===== src/core/ftd_pkg.sv =====
// constants and types for the flash thermometer decoder
// Summary of operation
// [RL1] msb of the 3-bit result equals comparator line four directly
// [RL2] middle bit is line six, or line two with line four low
// [RL3] lsb ORs line seven and each odd line whose next line is low
// [RL4] input is seven equal thermometer lines plus one overrange line
// [RL5] all low gives zero, each line adds one, all high gives overrange
// [RL6] a 4-bit quantizer gives 16 states across 15 transition points
// [RL7] codes follow natural binary, lowest band all zeros
// [RL8] the 3-bit unit takes eight lines, the eighth for cascading
// [RL9] latch enables switch compare and latched modes; latched output frozen
// [RL10] all lines are sampled together in one comparison interval
// [RL11] two units make 4 bits, four units make 5, via overrange
// [RL12] result and overrange registered after the strobe with a valid pulse
`default_nettype none
package ftd_pkg;
  localparam int LINES = 8;
  localparam int CODE_W = 3;
  localparam int FULL_W = 4;
  localparam logic [LINES-1:0] THERM_ZERO = 8'h00;
  localparam logic [CODE_W-1:0] CODE_ZERO = 3'h0;
  localparam logic [FULL_W-1:0] OVR_CODE = 4'h8;
  localparam int CASCADE_W = 5;

  typedef struct packed {
    logic overrange;
    logic [CODE_W-1:0] code;
  } ftd_result_t;
endpackage
`default_nettype wire


===== src/core/ftd_decoder.sv =====
// flash thermometer decoder: latch control, capture and binary decode
`default_nettype none
module ftd_decoder
  import ftd_pkg::*;
(
  input wire logic clk, // 20 MHz system clock
  input wire logic rst_n, // async reset, active low
  input wire logic sampleStrobe, // one-cycle request to sample
  input wire logic [LINES-1:0] compLines, // comparator outputs, line 1 at bit 0
  output logic latchEn, // comparator latch enable, high = latched
  output logic latchEn_n, // complementary latch enable
  output ftd_result_t result, // registered decode result
  output logic [FULL_W-1:0] binWord, // code with overrange as bit 3
  output logic resultValid // one-cycle pulse with new result
);
  typedef enum logic [1:0] {IDLE, LATCH, CAPT} ftd_state_t;

  logic rstMeta_ff, rstSync_ff;
  logic [LINES-1:0] meta_ff, sync_ff;
  ftd_state_t state_ff, nxt_state;
  logic [LINES-1:0] therm_ff;
  ftd_result_t result_ff, nxt_result;
  logic valid_ff;
  logic [LINES:1] a;

  // reset release through two flops
  always_ff @(posedge clk or negedge rst_n) begin
    if (!rst_n) begin
      rstMeta_ff <= 1'b0;
      rstSync_ff <= 1'b0;
    end else begin
      rstMeta_ff <= 1'b1;
      rstSync_ff <= rstMeta_ff;
    end
  end

  // comparator lines are asynchronous, so two flops first
  always_ff @(posedge clk or negedge rstSync_ff) begin
    if (!rstSync_ff) begin
      meta_ff <= THERM_ZERO;
      sync_ff <= THERM_ZERO;
    end else begin
      meta_ff <= compLines;
      sync_ff <= meta_ff;
    end
  end

  // sequence: strobe latches comparators, wait one cycle, capture
  always_comb begin
    nxt_state = state_ff;
    case (state_ff)
      IDLE: begin
        if (sampleStrobe) begin
          nxt_state = LATCH;
        end
      end
      LATCH: nxt_state = CAPT; // frozen lines only reach meta_ff; capture takes lines sampled at the strobe edge
      CAPT: nxt_state = IDLE;
      default: nxt_state = IDLE;
    endcase
  end

  always_ff @(posedge clk or negedge rstSync_ff) begin
    if (!rstSync_ff) begin
      state_ff <= IDLE;
    end else begin
      state_ff <= nxt_state;
    end
  end

  // latched mode held from strobe until capture completes
  assign latchEn = (state_ff != IDLE); // RL9
  assign latchEn_n = ~latchEn; // RL9

  // whole word taken in one edge, never line by line
  always_ff @(posedge clk or negedge rstSync_ff) begin
    if (!rstSync_ff) begin
      therm_ff <= THERM_ZERO;
    end else if (state_ff == CAPT) begin
      therm_ff <= sync_ff; // RL10
    end
  end

  assign a = sync_ff; // RL4 RL8
  // decode; bubbles in the thermometer give a defined but wrong code
  always_comb begin
    nxt_result.code[2] = a[4]; // RL1
    nxt_result.code[1] = a[6] | (a[2] & ~a[4]); // RL2
    nxt_result.code[0] = a[7] | (a[5] & ~a[6]) | (a[3] & ~a[4])
                         | (a[1] & ~a[2]); // RL3
    nxt_result.overrange = a[8]; // RL11
    if (a[8]) begin
      nxt_result.code = CODE_ZERO; // RL5
    end
  end

  // result and valid pulse on the capture edge
  always_ff @(posedge clk or negedge rstSync_ff) begin
    if (!rstSync_ff) begin
      result_ff <= '0;
      valid_ff <= 1'b0;
    end else begin
      valid_ff <= (state_ff == CAPT); // RL12
      if (state_ff == CAPT) begin
        result_ff <= nxt_result; // RL12
      end
    end
  end

  assign result = result_ff;
  // four-bit word: eight in-range codes plus the overrange state
  assign binWord = {result_ff.overrange, result_ff.code}; // RL5 RL6 RL7
  assign resultValid = valid_ff;
endmodule
`default_nettype wire


===== config.mk =====
export PLATFORM = sky130hd
export DESIGN_NAME = ftd_decoder
export DESIGN_NICKNAME = d
export VERILOG_FILES = /design/src/core/ftd_pkg.sv /design/src/core/ftd_decoder.sv
export SDC_FILE = /design/constraint.sdc
export NUM_CORES = 1
export LEC_CHECK = 0
export ABC_CLOCK_PERIOD_IN_PS = 2100
export BUFFER_PORTS_ARGS = -buffer_cell sky130_fd_sc_hd__buf_2
export CAP_MARGIN = 0
export CORE_UTILIZATION = 40
export CTS_BUF_LIST = sky130_fd_sc_hd__clkbuf_4 sky130_fd_sc_hd__clkbuf_8 sky130_fd_sc_hd__clkbuf_16
export DETAILED_ROUTE_END_ITERATION = 12
export GPL_ROUTABILITY_DRIVEN = 1
export HOLD_SLACK_MARGIN = 0.05
export PLACE_DENSITY = 0.71
export SETUP_SLACK_MARGIN = 0.05
export SLEW_MARGIN = 25
export SYNTH_ARGS = -nofsm -noshare
export SYNTH_HDL_FRONTEND = slang
export SYNTH_SLANG_ARGS = --single-unit

===== constraint.sdc =====
create_clock -name clk -period 2.1 [get_ports clk]
set_input_delay 0.21 -clock clk [delete_from_list [all_inputs] [get_ports clk]]
set_output_delay 0.21 -clock clk [all_outputs]
set_load 0.005 [all_outputs]

[Word level (Yosys, flattened, before mapping)]
Cells that the tools add are included.
Cells by class
  mux-type cells: 3
  eq/ne operators: 3
  reduce and logical (&&, ||, !) cells: 2
  bitwise gates (word level): 12
Operator list (count)
  $and 1x1->1: 4
  $not 1->1: 4
  $or 1x1->1: 4
  $pmux 2 s2: 1
  $mux 3: 1
  $eq 2x1->1 const B: 1
  $eq 2x2->1 const B: 1
  $logic_not 2->1: 1
  $mux 2: 1
  $ne 2x2->1 const B: 1
  $reduce_bool 2->1: 1
Storage, ports and cells
  output and inout bits: 11
  bits in registers: 25
  word-level logic and storage cells: 28
  bits of input ports: 11

[Depth between registers and ports, before layout]
  depth after elaboration: 6
  mapped depth: 4
  mapped depth without buffers: 3

[Worst setup path after synthesis]
OpenSTA, ideal clock, no wires.
  kind: register to register
  from: register state_ff[0]
  to: register result_ff, in the netlist binWord[3]
  library setup time: 125 ps
  arrival: 890 ps
  stages on the path, launching flop included: 4
  period minus slack after synthesis: 1015 ps
  path slack: 1085 ps
  buffers on the path: 1
  data required time: 1975 ps
  cell sequence: dfrtp_1 -> nand2b_4 -> buf_6 -> mux2_4
On the way
  word-level cells in the longest chain between the ends: 1
RTL lines
  start: declaration: RTL line ftd_decoder.sv:20  | ftd_state_t state_ff, nxt_state;
  start signal: assignment: RTL line ftd_decoder.sv:67  | state_ff <= nxt_state;
  $eq 2x2->1: RTL line ftd_decoder.sv:104  | if (state_ff == CAPT) begin
  end signal: assignment: RTL line ftd_decoder.sv:105  | result_ff <= nxt_result;
  end: declaration: RTL line ftd_decoder.sv:22  | ftd_result_t result_ff, nxt_result;
Every way passes these cells.
A chain may end at the register's enable or synchronous reset.

[Final worst setup path]
  from: register state_ff[1]
  to: output port latchEn_n
On the way
  word-level cells in the longest chain between the ends: 2
RTL lines
  $reduce_bool 2->1: RTL line ftd_decoder.sv:72  | assign latchEn = (state_ff != IDLE);
  $not 1->1: RTL line ftd_decoder.sv:73  | assign latchEn_n = ~latchEn;
  end: declaration: RTL line ftd_decoder.sv:11  | output logic latchEn_n,
Every way passes these cells.

==> impl_metrics.env <==
export IMPL_finalCriticalPeriod_ns=1.408
export IMPL_vias_per_cell=4.175
export IMPL_setup_violations=0
export IMPL_cts_resized_gates=0
export IMPL_grt_overflow=0
export IMPL_nets=90
export IMPL_die_area_um2=2178
export IMPL_hold_class="in -> reg"
export IMPL_place_gp_congestion=0.7072
export IMPL_drive_gt1_frac=0.3846
export IMPL_finClkSkew_ns=0.002580
export IMPL_wire_per_inst_um=9.379
export IMPL_io_pins=22
export IMPL_cts_tree="done"
export IMPL_cts_buffers=3
export IMPL_clk_pin_slew_ns=0.13
export IMPL_rr_startpoint="a[1]"
export IMPL_worst_path_max_fanout=3
export IMPL_cts_sinks=25
export IMPL_timing_hold_ws_ns=0.1022
export IMPL_slew_headroom=0.4253
export IMPL_outcome="completed"
export IMPL_hold_end="state_ff[0]"
export IMPL_port_buffers=21
export IMPL_fin_crit_sh=0.6705
export IMPL_grt_usage=0.1025
export IMPL_rsz0062_at_grt="no"
export IMPL_p_leak_nw=0.5107
export IMPL_die_w_um=46.67
export IMPL_synthDistinctLibCells=15
export IMPL_core_area_um2=1802
export IMPL_worstPathArrival_ns=1.20
export IMPL_synth_nets=60
export IMPL_cp_end_kind="output pin"
export IMPL_synthFlopType="dfrtp_1"
export IMPL_ff2ff_path_depth=3
export IMPL_max_freq_ghz=0.7102
export IMPL_timing_hold_violations_final=0
export IMPL_grt_pass1_vias=369
export IMPL_netlist_area_um2=798.3
export IMPL_finalSetupTns_ns=0
export IMPL_first_pass_iters=3
export IMPL_worstMarginPinSlew_ns=0.8621
export IMPL_clock_latency_ns=0.30
export IMPL_finalMaxSlewViolations=0
export IMPL_place_ws_ns=1.040
export IMPL_final_cell_mix="dfrtp_1 (25), buf_2 (21), dlygate4sd3_1 (9)"
export IMPL_async_flop_share=1.000
export IMPL_drc=0
export IMPL_reg2reg_to="binWord[0]"
export IMPL_min_from="sampleStrobe"
export IMPL_clock_path_buffers=2
export IMPL_cp_start_kind="flip-flop"
export IMPL_ant_nets=0
export IMPL_wl_um=966
export IMPL_row_count=15
export IMPL_grt_max_degree=24
export IMPL_synth_edf_count=0
export IMPL_syn_inst=49
export IMPL_yosys_warnings=0
export IMPL_area_growth_pct=26.65
export IMPL_ys_ff_latch=25
export IMPL_num_vias=430
export IMPL_antenna_cells=0
export IMPL_start_util=0.4431
export IMPL_p_per_area_nw_per_um2=901.2
export IMPL_whs_path_depth=2
export IMPL_die_h_um=46.67
export IMPL_crit_type="reg -> out"
export IMPL_max_vdd_ir_drop_v=0.0005412
export IMPL_drt_iter0_markers=5
export IMPL_root_buffer="clkbuf_4"
export IMPL_drv_cap=0
export IMPL_final_common_cell="dfrtp_1"
export IMPL_antenna_found_initial=0
export IMPL_post_cts_repair_setup_buffers=0
export IMPL_grt_pass1_wl_mm=1.428
export IMPL_htreeDepth=1
export IMPL_rrSetupSlack_ns=1.08
export IMPL_finalWorstSetupSlack_ns=0.6920
export IMPL_yosysSeqAreaShare=0.7837
export IMPL_required_ns=1.89
export IMPL_syn_area_per_cell_um2=16.29
-- synthesized netlist by cell type (all sizes together), types with 2 or more instances --
| master | number | share of area |
|---|---|---|
| buf | 5 | 0.052 |
| nand2 | 3 | 0.014 |
| o31ai | 3 | 0.028 |
| inv | 3 | 0.014 |
| dfrtp | 25 | 0.78 |
| nor2b | 2 | 0.016 |
-- sequential cells by signal (all words and copies together), names as in the netlist --
register / flops
state_ff: 2
rstMeta_ff: 1
resultValid: 1
meta_ff: 8
a: 8
rstSync_ff: 1
binWord: 4
-- cells by family after synthesis --
group / share of synthesized area
buffers and inverters: 0.06583
other: 0.004698
flip-flops: 0.7837
AND/OR/NAND/NOR: 0.07367
multiplexers: 0.01880
AO/OA/AOI/OAI: 0.05328
-- cell type report --
class / instances / area (µm²)
clock buffer: 3 / 22.52
clock inverter: 1 / 5.005
fill: 161 / 790.8
inverter: 3 / 11.26
multi-input combinational: 16 / 120.1
sequential: 25 / 625.6
tap: 25 / 31.28
timing repair buffer: 30 / 195.2
-- stage by stage --
| step | instance area (µm²) | util | power (W) | cells |
|---|---|---|---|---|
| 5_1_grt | 1011 | 0.5611 | 0.0009672 | 103 |
| 3_5_place_dp | 893.4 | 0.4958 | 0.0007110 | 90 |
| 2_1_floorplan | 798.3 | - | 0.0006742 | 49 |
| 4_1_cts | 1011 | 0.5611 | 0.0009200 | 103 |
| 6_report | 1011 | 0.5611 | 0.0009111 | 103 |
| 3_3_place_gp | 893.4 | 0.4958 | 0.0007048 | 90 |
-- what timing repair did --
action,4_1_cts,5_1_grt
hold endpoints to repair,10,0
endpoints found under the setup margin,0,0
hold buffers,9,0
-- worst max-delay path, stage by stage (launching register included) --
cell and delay, ns:
dfrtp_1 0.44, or2_2 0.29, inv_1 0.06, buf_2 0.10
-- power by group --
group	switching (W)	internal, W	leakage [nW]	total (W)
clock	0.000130	0.0000710	0.0177	0.000201
sequential	0.0000359	0.000532	0.299	0.000568
combinational	0.0000527	0.0000897	0.194	0.000142
total	0.000219	0.000692	0.511	0.000911
-- metal layers --
| layer | vias to the layer above | global-route usage | wire, µm |
|---|---|---|---|
| met5 | - | 0 | 0 |
| met4 | 0 | 0.06857 | 9 |
| li1 | 206 | - | - |
| met2 | 18 | 0.1722 | 502 |
| met3 | 2 | 0.03529 | 48 |
| met1 | 204 | 0.1065 | 405 |
-- how the worst max path moves through the flow --
stage	from	cells after the start	slack, ns	end
global placement	state_ff[1]	3	1.05	latchEn_n
finish	state_ff[1]	3	0.69	latchEn_n
floorplan	state_ff[0]	3	1.09	binWord[3]
CTS	state_ff[1]	3	0.68	latchEn_n
global route	state_ff[1]	3	0.61	latchEn_n
detailed placement	state_ff[1]	3	1.04	latchEn_n
No activity file was read; power rests on OpenSTA's default activity.
